===== config.mk =====
export PLATFORM = sky130hd
export DESIGN_NAME = fcl_feedback_select
export DESIGN_NICKNAME = d
export VERILOG_FILES = /design/src/design/fcl_pkg.sv /design/src/design/fcl_cfg_check.sv /design/src/design/fcl_dual_filter.sv /design/src/design/fcl_feedback_select.sv
export SDC_FILE = /design/constraint.sdc
export NUM_CORES = 2
export LEC_CHECK = 0
export ABC_AREA = 1
export BUFFER_PORTS_ARGS = -buffer_cell sky130_fd_sc_hd__buf_4
export CAP_MARGIN = 5
export CORE_ASPECT_RATIO = 1.5
export CORE_MARGIN = 5
export CORE_UTILIZATION = 25
export DETAILED_ROUTE_END_ITERATION = 10
export PLACE_DENSITY_LB_ADDON = 0.05
export SYNTH_ARGS = -nofsm -noshare
export SYNTH_HDL_FRONTEND = slang
export SYNTH_SLANG_ARGS = --single-unit

===== constraint.sdc =====
create_clock -name pclk -period 17.7 [get_ports pclk]
set_input_delay 1.77 -clock pclk [delete_from_list [all_inputs] [get_ports pclk]]
set_output_delay 1.77 -clock pclk [all_outputs]
set_load 0.005 [all_outputs]

===== src/design/fcl_pkg.sv =====
// Operation
// - Fully closed loop on three axes: parameter alarm
// - Fully closed only in position or positioning
// - One axis, cycle below 125 us: warning
// - Two axes, cycle below 250 us: warning
// - Differential rotary load encoder on two axes: alarm
// - Semi closed always uses motor position
// - Dual feedback: load stopped, motor moving
// - Filter setting 4500 forces fully closed
// - Filter band comes from filter setting
// - Fully closed position in load counts
// - Loop function select picks semi or full
// - Factory power-up with absolute: motor combination error
// - Switchable mode with absolute: parameter alarm
// - Switchable: unassigned input off, command picks
package fcl_pkg;
    // ------------------------------------------------------------
    // Register offsets
    // ------------------------------------------------------------
    localparam logic [7:0] FCL_OFF_CFG = 8'h00;
    localparam logic [7:0] FCL_OFF_CYCLE = 8'h04;
    localparam logic [7:0] FCL_OFF_FILTER = 8'h08;
    localparam logic [7:0] FCL_OFF_PULSES = 8'h0C;
    localparam logic [7:0] FCL_OFF_STATUS = 8'h10;
    localparam logic [7:0] FCL_OFF_MASK = 8'h14;
    localparam logic [7:0] FCL_OFF_STATE = 8'h18;
    localparam logic [7:0] FCL_OFF_ALARM = 8'h1C;
    // ------------------------------------------------------------
    // Configuration field positions
    // ------------------------------------------------------------
    localparam int FCL_CFG_FCL_EN = 0;
    localparam int FCL_CFG_LOOP_FUNC = 1;
    localparam int FCL_CFG_ABS_DET = 2;
    localparam int FCL_CFG_REPL_PREP = 3;
    localparam int FCL_CFG_LOOP_CMD = 4;
    localparam int FCL_CFG_ABZ_LOAD = 5;
    localparam int FCL_CFG_ABZ_MOTOR = 6;
    localparam int FCL_CFG_FOUR_WIRE = 7;
    localparam int FCL_CFG_AXES_LO = 8;
    localparam int FCL_CFG_MODE_LO = 10;
    localparam int FCL_CFG_WIDTH = 12;
    // Event bits in status, mask and alarm registers
    localparam int FCL_EV_PARAM = 0;
    localparam int FCL_EV_COMM = 1;
    localparam int FCL_EV_ENC = 2;
    localparam int FCL_EV_MOTOR = 3;
    localparam int FCL_NUM_EV = 4;
    // ------------------------------------------------------------
    // Reset values
    // ------------------------------------------------------------
    localparam logic [11:0] FCL_CFG_RST = 12'h100;
    localparam logic [31:0] FCL_CYCLE_RST = 32'h0003_D090;
    localparam logic [15:0] FCL_FILTER_RST = 16'h0000;
    localparam logic [31:0] FCL_PULSES_RST = 32'h0000_1000;
    localparam logic [3:0] FCL_MASK_RST = 4'h0;
    // ------------------------------------------------------------
    // Limits and encodings
    // ------------------------------------------------------------
    localparam int FCL_CYC_1AX_US = 125;
    localparam int FCL_CYC_2AX_US = 250;
    localparam logic [31:0] FCL_CYC_1AX_NS = 32'(FCL_CYC_1AX_US * 1000);
    localparam logic [31:0] FCL_CYC_2AX_NS = 32'(FCL_CYC_2AX_US * 1000);
    localparam logic [31:0] FCL_PULSES_MIN = 32'h0000_1000;
    localparam logic [31:0] FCL_PULSES_MAX = 32'h0400_0000;
    localparam logic [15:0] FCL_FILTER_FULL = 16'h1194;
    localparam int FCL_FILTER_SHIFT = 12;
    localparam logic [1:0] FCL_AXES_1 = 2'h1;
    localparam logic [1:0] FCL_AXES_2 = 2'h2;
    localparam logic [1:0] FCL_AXES_3 = 2'h3;
    localparam logic [1:0] FCL_MODE_POSITION = 2'h0;
    localparam logic [1:0] FCL_MODE_POSITIONING = 2'h1;

    typedef enum logic [1:0] {
        FCL_SEMI,
        FCL_DUAL,
        FCL_FULL
    } fcl_method_t;
endpackage : fcl_pkg


===== src/design/fcl_cfg_check.sv =====
`timescale 1ns/1ps
`default_nettype none
module fcl_cfg_check (
    input wire logic [11:0] cfg,
    input wire logic [31:0] cycle_ns,
    input wire logic [31:0] pulses,
    output logic param_err,
    output logic comm_warn,
    output logic enc_comb,
    output logic fcl_allowed
);
    logic fcl_en;
    logic [1:0] axes;
    logic [1:0] mode;
    logic mode_ok;
    logic pulses_ok;

    assign fcl_en = cfg[fcl_pkg::FCL_CFG_FCL_EN];
    assign axes = cfg[fcl_pkg::FCL_CFG_AXES_LO +: 2];
    assign mode = cfg[fcl_pkg::FCL_CFG_MODE_LO +: 2];
    assign mode_ok = (mode == fcl_pkg::FCL_MODE_POSITION)
        || (mode == fcl_pkg::FCL_MODE_POSITIONING);
    assign pulses_ok = (pulses >= fcl_pkg::FCL_PULSES_MIN)
        && (pulses <= fcl_pkg::FCL_PULSES_MAX);

    always_comb begin
        param_err = 1'b0;
        comm_warn = 1'b0;
        enc_comb = 1'b0;
        if (fcl_en) begin
            if (axes == fcl_pkg::FCL_AXES_3) begin
                param_err = 1'b1;
            end
            if (!mode_ok || !pulses_ok) begin
                param_err = 1'b1;
            end
            if (cfg[fcl_pkg::FCL_CFG_ABZ_MOTOR]) begin
                param_err = 1'b1;
            end
            if (cfg[fcl_pkg::FCL_CFG_LOOP_FUNC] && cfg[fcl_pkg::FCL_CFG_ABS_DET]) begin
                param_err = 1'b1;
            end
            if (axes == fcl_pkg::FCL_AXES_1 && cycle_ns < fcl_pkg::FCL_CYC_1AX_NS) begin
                comm_warn = 1'b1;
            end
            if (axes == fcl_pkg::FCL_AXES_2 && cycle_ns < fcl_pkg::FCL_CYC_2AX_NS) begin
                comm_warn = 1'b1;
            end
            if (axes == fcl_pkg::FCL_AXES_2) begin
                enc_comb = cfg[fcl_pkg::FCL_CFG_ABZ_LOAD]
                    || cfg[fcl_pkg::FCL_CFG_FOUR_WIRE];
            end
        end
    end

    assign fcl_allowed = fcl_en && !param_err && !enc_comb;
endmodule // fcl_cfg_check
`default_nettype wire


===== src/design/fcl_dual_filter.sv =====
`timescale 1ns/1ps
`default_nettype none
module fcl_dual_filter (
    input wire logic pclk,
    input wire logic presetn,
    input wire logic [31:0] motor_pos,
    input wire logic [31:0] load_pos,
    input wire logic [1:0] method,
    input wire logic motor_stopped,
    input wire logic [15:0] band,
    output logic [31:0] pos_out
);
    logic [31:0] target;
    logic signed [32:0] diff;
    logic signed [49:0] prod;
    logic [31:0] step;
    logic [31:0] acc_reg;
    logic [31:0] acc_next;

    always_comb begin
        target = motor_pos;
        if (method == 2'(fcl_pkg::FCL_FULL)) begin
            target = load_pos;
        end else if (method == 2'(fcl_pkg::FCL_DUAL)) begin
            target = motor_stopped ? load_pos : motor_pos;
        end
    end

    assign diff = $signed({target[31], target}) - $signed({acc_reg[31], acc_reg});
    assign prod = diff * $signed({1'b0, band});
    assign step = prod[fcl_pkg::FCL_FILTER_SHIFT +: 32];

    always_comb begin
        acc_next = acc_reg + step;
        if (method != 2'(fcl_pkg::FCL_DUAL)) begin
            acc_next = target;
        end
    end

    always_ff @(posedge pclk or negedge presetn) begin
        if (!presetn) begin
            acc_reg <= 32'h0000_0000;
        end else begin
            acc_reg <= acc_next;
        end
    end

    assign pos_out = acc_reg;
endmodule // fcl_dual_filter
`default_nettype wire


===== src/design/fcl_feedback_select.sv =====
// Our own choices: the address map and register access over APB.
`timescale 1ns/1ps
`default_nettype none
module fcl_feedback_select (
    input wire logic pclk,
    input wire logic presetn,
    input wire logic psel,
    input wire logic penable,
    input wire logic pwrite,
    input wire logic [31:0] paddr,
    input wire logic [31:0] pwdata,
    output logic [31:0] prdata,
    output logic pready,
    output logic pslverr,
    input wire logic [31:0] motor_pos,
    input wire logic [31:0] load_pos,
    input wire logic motor_stopped,
    input wire logic loop_select_input,
    input wire logic factory_fresh,
    output logic [31:0] feedback_pos,
    output logic [1:0] active_method,
    output logic parameter_error_alarm,
    output logic comm_cycle_warning,
    output logic encoder_combination_alarm,
    output logic motor_combination_error,
    output logic irq
);
    // ------------------------------------------------------------
    // Register state
    // ------------------------------------------------------------
    logic [11:0] cfg_reg;
    logic [31:0] cycle_reg;
    logic [15:0] filter_reg;
    logic [31:0] pulses_reg;
    logic [3:0] status_reg;
    logic [3:0] mask_reg;
    logic [3:0] alarm_reg;
    logic [31:0] prdata_reg;
    logic pready_reg;
    logic pslverr_reg;
    logic irq_reg;
    logic [31:0] fb_reg;
    logic [1:0] method_reg;
    logic [1:0] method_next;
    logic boot_done_reg;
    logic [3:0] events;
    logic param_err;
    logic comm_warn;
    logic enc_comb;
    logic fcl_allowed;
    logic motor_comb;
    logic [31:0] filt_pos;
    logic setup;
    logic access;
    logic wr_en;

    function automatic logic is_mapped(input logic [31:0] addr);
        logic [7:0] off;
        off = addr[7:0];
        is_mapped = (addr[31:8] == 24'h00_0000) && (off[1:0] == 2'h0)
            && (off <= fcl_pkg::FCL_OFF_ALARM);
    endfunction

    function automatic logic hit(input logic [31:0] addr, input logic [7:0] off);
        hit = is_mapped(addr) && (addr[7:0] == off);
    endfunction

    assign setup = psel && !penable;
    assign access = psel && penable && pready_reg;
    assign wr_en = access && pwrite && is_mapped(paddr);

    // ------------------------------------------------------------
    // Configuration checks and filter
    // ------------------------------------------------------------
    fcl_cfg_check u_check (
        .cfg(cfg_reg),
        .cycle_ns(cycle_reg),
        .pulses(pulses_reg),
        .param_err(param_err),
        .comm_warn(comm_warn),
        .enc_comb(enc_comb),
        .fcl_allowed(fcl_allowed)
    );

    fcl_dual_filter u_filter (
        .pclk(pclk),
        .presetn(presetn),
        .motor_pos(motor_pos),
        .load_pos(load_pos),
        .method(method_reg),
        .motor_stopped(motor_stopped),
        .band(filter_reg),
        .pos_out(filt_pos)
    );

    // ------------------------------------------------------------
    // Control method selection
    // ------------------------------------------------------------
    always_comb begin
        method_next = 2'(fcl_pkg::FCL_SEMI);
        if (fcl_allowed) begin
            if (!cfg_reg[fcl_pkg::FCL_CFG_LOOP_FUNC]) begin
                method_next = 2'(fcl_pkg::FCL_DUAL);
            end else if (cfg_reg[fcl_pkg::FCL_CFG_LOOP_CMD] || loop_select_input) begin
                method_next = 2'(fcl_pkg::FCL_DUAL);
            end
            if (method_next == 2'(fcl_pkg::FCL_DUAL)
                && filter_reg == fcl_pkg::FCL_FILTER_FULL) begin
                method_next = 2'(fcl_pkg::FCL_FULL);
            end
        end
    end

    always_ff @(posedge pclk or negedge presetn) begin
        if (!presetn) begin
            method_reg <= 2'(fcl_pkg::FCL_SEMI);
            fb_reg <= 32'h0000_0000;
        end else begin
            method_reg <= method_next;
            fb_reg <= filt_pos;
        end
    end

    // ------------------------------------------------------------
    // Power-up check for factory state
    // ------------------------------------------------------------
    // First configuration after power-up decides the check
    always_ff @(posedge pclk or negedge presetn) begin
        if (!presetn) begin
            boot_done_reg <= 1'b0;
        end else if (wr_en && hit(paddr, fcl_pkg::FCL_OFF_CFG)) begin
            boot_done_reg <= 1'b1;
        end
    end

    assign motor_comb = !boot_done_reg && factory_fresh
        && wr_en && hit(paddr, fcl_pkg::FCL_OFF_CFG)
        && pwdata[fcl_pkg::FCL_CFG_FCL_EN] && pwdata[fcl_pkg::FCL_CFG_ABS_DET]
        && !pwdata[fcl_pkg::FCL_CFG_REPL_PREP];

    always_comb begin
        events = 4'h0;
        events[fcl_pkg::FCL_EV_PARAM] = param_err;
        events[fcl_pkg::FCL_EV_COMM] = comm_warn;
        events[fcl_pkg::FCL_EV_ENC] = enc_comb;
        events[fcl_pkg::FCL_EV_MOTOR] = motor_comb;
    end

    // ------------------------------------------------------------
    // Writable registers
    // ------------------------------------------------------------
    always_ff @(posedge pclk or negedge presetn) begin
        if (!presetn) begin
            cfg_reg <= fcl_pkg::FCL_CFG_RST;
            cycle_reg <= fcl_pkg::FCL_CYCLE_RST;
            filter_reg <= fcl_pkg::FCL_FILTER_RST;
            pulses_reg <= fcl_pkg::FCL_PULSES_RST;
            mask_reg <= fcl_pkg::FCL_MASK_RST;
        end else if (wr_en) begin
            if (hit(paddr, fcl_pkg::FCL_OFF_CFG)) begin
                cfg_reg <= pwdata[fcl_pkg::FCL_CFG_WIDTH-1:0];
            end
            if (hit(paddr, fcl_pkg::FCL_OFF_CYCLE)) begin
                cycle_reg <= pwdata;
            end
            if (hit(paddr, fcl_pkg::FCL_OFF_FILTER)) begin
                filter_reg <= pwdata[15:0];
            end
            if (hit(paddr, fcl_pkg::FCL_OFF_PULSES)) begin
                pulses_reg <= pwdata;
            end
            if (hit(paddr, fcl_pkg::FCL_OFF_MASK)) begin
                mask_reg <= pwdata[fcl_pkg::FCL_NUM_EV-1:0];
            end
        end
    end

    // ------------------------------------------------------------
    // Sticky status and latched alarms
    // ------------------------------------------------------------
    genvar gi;
    generate
        for (gi = 0; gi < fcl_pkg::FCL_NUM_EV; gi++) begin : g_ev
            always_ff @(posedge pclk or negedge presetn) begin
                if (!presetn) begin
                    status_reg[gi] <= 1'b0;
                    alarm_reg[gi] <= 1'b0;
                end else begin
                    if (events[gi]) begin
                        status_reg[gi] <= 1'b1;
                    end else if (wr_en && hit(paddr, fcl_pkg::FCL_OFF_STATUS) && pwdata[gi]) begin
                        status_reg[gi] <= 1'b0;
                    end
                    if (events[gi]) begin
                        alarm_reg[gi] <= 1'b1;
                    end
                end
            end
        end
    endgenerate

    always_ff @(posedge pclk or negedge presetn) begin
        if (!presetn) begin
            irq_reg <= 1'b0;
        end else begin
            irq_reg <= |(status_reg & mask_reg);
        end
    end

    // ------------------------------------------------------------
    // APB read path and answer
    // ------------------------------------------------------------
    always_ff @(posedge pclk or negedge presetn) begin
        if (!presetn) begin
            prdata_reg <= 32'h0000_0000;
            pready_reg <= 1'b0;
            pslverr_reg <= 1'b0;
        end else begin
            pready_reg <= 1'b1;
            if (setup) begin
                pslverr_reg <= !is_mapped(paddr);
                prdata_reg <= 32'h0000_0000;
                case (paddr[7:0])
                    fcl_pkg::FCL_OFF_CFG: begin
                        prdata_reg <= {20'h0_0000, cfg_reg};
                    end
                    fcl_pkg::FCL_OFF_CYCLE: begin
                        prdata_reg <= cycle_reg;
                    end
                    fcl_pkg::FCL_OFF_FILTER: begin
                        prdata_reg <= {16'h0000, filter_reg};
                    end
                    fcl_pkg::FCL_OFF_PULSES: begin
                        prdata_reg <= pulses_reg;
                    end
                    fcl_pkg::FCL_OFF_STATUS: begin
                        prdata_reg <= {28'h000_0000, status_reg};
                    end
                    fcl_pkg::FCL_OFF_MASK: begin
                        prdata_reg <= {28'h000_0000, mask_reg};
                    end
                    fcl_pkg::FCL_OFF_STATE: begin
                        prdata_reg <= {29'h0, motor_stopped, method_reg};
                    end
                    fcl_pkg::FCL_OFF_ALARM: begin
                        prdata_reg <= {28'h000_0000, alarm_reg};
                    end
                    default: begin
                        prdata_reg <= 32'h0000_0000;
                    end
                endcase
                if (!is_mapped(paddr)) begin
                    prdata_reg <= 32'h0000_0000;
                end
            end
        end
    end

    assign prdata = prdata_reg;
    assign pready = pready_reg;
    assign pslverr = pslverr_reg;
    assign irq = irq_reg;
    assign feedback_pos = fb_reg;
    assign active_method = method_reg;
    assign parameter_error_alarm = alarm_reg[fcl_pkg::FCL_EV_PARAM];
    assign comm_cycle_warning = alarm_reg[fcl_pkg::FCL_EV_COMM];
    assign encoder_combination_alarm = alarm_reg[fcl_pkg::FCL_EV_ENC];
    assign motor_combination_error = alarm_reg[fcl_pkg::FCL_EV_MOTOR];
endmodule // fcl_feedback_select
`default_nettype wire


==> summary.md <==
| Metric | Value |
|---|---|
| Max rail drop VDD | 0.0572 mV |
| Fin util | 0.289 |
| Initial DRC Count | 949 |
| Vias per std cell | 4.42 |
| FF+latch area | roughly 5200 µm² |
| Htree depth | 1 |
| GR Overflow Total | 0 |
| Avg Synthesized Cell Area | about 7.8 µm² |
| Final Wtd Congestion | 0.818 |
| Starting Density | 0.252 |
| Multi-input combinational cell area | 20200 µm² |
| FP Rows | 153 |
| Sequential fraction of the synthesis area | 0.177 |
| Design area | 33600 µm² |
| Critical path endpoint category | flop |
| Syn. warnings | 0 |
| Final Cycle Share | 0.751 |
| Drt wl/cell | 21.9 µm |
| Internal reg-to-reg setup slack | roughly 5.0 ns |
| DP Area | 32800 µm² |
| Number of global-route vias before repair | 27210 |
| Max_cap viols | 0 |
| Chip width | roughly 290 µm |
| Boundary pin count | 209 |
| Hold Path Class | reg2reg |
| Slew at the pin closest to its max-slew limit | 1.05 ns |
| CP most frequent cell | nand2_1 |
| Commonest non-fill, non-tap cell in the layout | inv_1 |
| FMAX | 75.2 MHz |
| Detailed Routing Iterations Pass 1 | 5 |
| Critical Path AT | roughly 14 ns |
| Flops & latches, synth | 206 |
| Total power | between 1000 and 1500 µW |
| Antenna Cells | 0 |
| Max Transition Viols Final | 0 |
| Clk_lat worst skew | 0.58 ns |
| Hpwl dp | 100000 µm |
| Die H | roughly 430 µm |
| Area contributors post-synth | fa_1, dfrtp_1, inv_1, nand2_1, ha_1 |
| Final setup viols | 0 |
| Global router's overall resource usage | 0.194 |
| Post-route ant nets | 0 |
| Cts hold-fix bufs | 0 |
| Post-synth EDFFs | 0 |
| Area share of the largest cell type after synthesis | 0.312 |
| TritonCTS Buffers | 25 |
| CTS root buf | clkbuf_16 |
| Crit path max fanout | 39 |
| Synthesized area | 29300 µm² |
| Sink Count | 206 |
| PostCTS Resize Cnt | 0 |
| R2R Path Start | active_method[0] |
| Required @ worst endpoint | 18.16 ns |
| Share of layout cells above drive strength 1 | 0.102 |
| Clock buffer depth | 3 |
| Drt drc | 0 |
| Startpoint Class | input port |
| Cell Pwr Density | 39.8 nW/µm² |
| Mapped Nets | ~4500 |
| Cells after Synth | 3747 |
| First-pass GRT wire length | roughly 180000 µm |
| Min-delay src | u_filter.pos_out[2] |
| Unrepaired setup endpoints after global routing | false |
| Setup TNS | 0 ns |
| Nets@finish | 4688 |
| Commonest non-fill, non-tap cells in the layout | inv_1, nand2_1, fa_1 |
| WS Path Type | in2reg |
| CTS tree | built |
| Post-synthesis cell type count | 58 |
| Clock skew | approximately 0.034 ns |
| Reg2Reg Depth | 53 |
| Leakage power total | 0.0174 µW |
| Final hold violation count | 0 |
| Routed via count | 24250 |
| Min Tclk post-route | 13.30 ns |
| Drt total wl | 120000 µm |
| Area leader, netlist | fa_1 |
| Headroom to the max-slew limit | 0.300 |
| Clock-pin slew of the registers on the worst-case setup and hold paths | 0.06 ns |
| Initial antenna violation count | 0 |
| Area grow syn2layout | 14.8% |
| Slowest stage delay, CP | ~0.74 ns |
| Min-Delay Path Depth | 0 |
| Reg2reg end | u_filter.pos_out[31] |
| Status | completed |
| Hold Path End | feedback_pos[2] |
| Critical path's slowest cell | xor2_2 |
| Area of the die | 124000 µm² |
| # port buffers | ~210 |
| Post-CTS setup buffers | 0 |
| Async SR Flop Fraction | 1.00 |
| Largest net degree at the start of global routing | 90 |
| Top FF cell, synth | dfrtp_1 |
| Fillers | 12801 |
| Core ar. | 116000 µm² |
-- per-stage QoR --
stage	hold slack, ns	std cells	worst slack [ns]
CTS	0.442	5489	4.15
detailed placement	0.425	5445	3.55
floorplan	0.374	3747	6.92
global placement	0.428	5445	2.92
finish	0.431	5489	4.40
global route	0.439	5489	3.46
-- where the power goes --
group          total (µW)  switching [µW]  internal (µW)
Sequential            485            6.12            479
Clock                 546             224            322
Combinational         306             225           80.8
Total                1340             455            882
-- worst max path at each step --
stage,to,start,slack [ns],depth (start not counted)
floorplan,u_filter.pos_out[31],motor_stopped,6.92,52
CTS,u_filter.pos_out[31],motor_stopped,4.15,52
global route,u_filter.pos_out[31],motor_stopped,3.46,52
finish,u_filter.pos_out[31],motor_stopped,4.40,52
global placement,u_filter.pos_out[31],motor_stopped,2.92,52
detailed placement,u_filter.pos_out[31],motor_stopped,3.55,52
-- kinds of logic (layout without fill, tap and decap cells) --
| logic type | after synthesis | in the layout | synth area share |
|---|---|---|---|
| buffers and inverters | 1038 | 1230 | 0.134 |
| DFF | 206 | 206 | 0.177 |
| AOI/OAI and AO/OA | 454 | 454 | 0.0892 |
| xor gates and xnor gates | 72 | 72 | 0.0215 |
| other | 1 | 1 | 0.000128 |
| muxes | 25 | 25 | 0.00958 |
| adders and majority gates | 630 | 630 | 0.386 |
| and+or+nand+nor | 1321 | 1321 | 0.183 |
-- synthesized netlist by cell type (all sizes together), types with 18 or more instances --
| cell type | count |
|---|---|
| xnor2 | 33 |
| nor2 | 389 |
| ha | 174 |
| a221oi | 19 |
| a31oi | 25 |
| a21oi | 120 |
| xor2 | 39 |
| mux2 | 24 |
| fa | 456 |
| clkbuf | 100 |
| nand3 | 61 |
| or2 | 20 |
| nor4 | 22 |
| dfrtp | 197 |
| a22o | 18 |
| o21ai | 214 |
| nand2 | 789 |
| inv | 922 |
-- routing by layer --
metal  track usage  part of all wire
met1         0.196              0.34
met2         0.395              0.58
met3        0.0180             0.030
met5             0                 0
met4        0.0798             0.051
-- final cells by class --
class,count,area share
Tap cell,1550,0.0577
Clock buffer,35,0.0212
Inverter,932,0.104
Timing Repair Buffer,254,0.0570
Multi-Input combinational cell,2503,0.602
Sequential cell,206,0.154
Clock inverter,9,0.00365
-- worst max-delay path: cells and delay by family --
kind | cells | cell delay (ns)
fa+ha+maj | 10 | 4.37
xor+xnor | 2 | 1.19
mux | 1 | 0.19
buf+inv | 12 | 1.80
compound gates | 4 | 1.20
simple gates | 23 | 3.12
No activity file was read; power rests on OpenSTA's default activity.
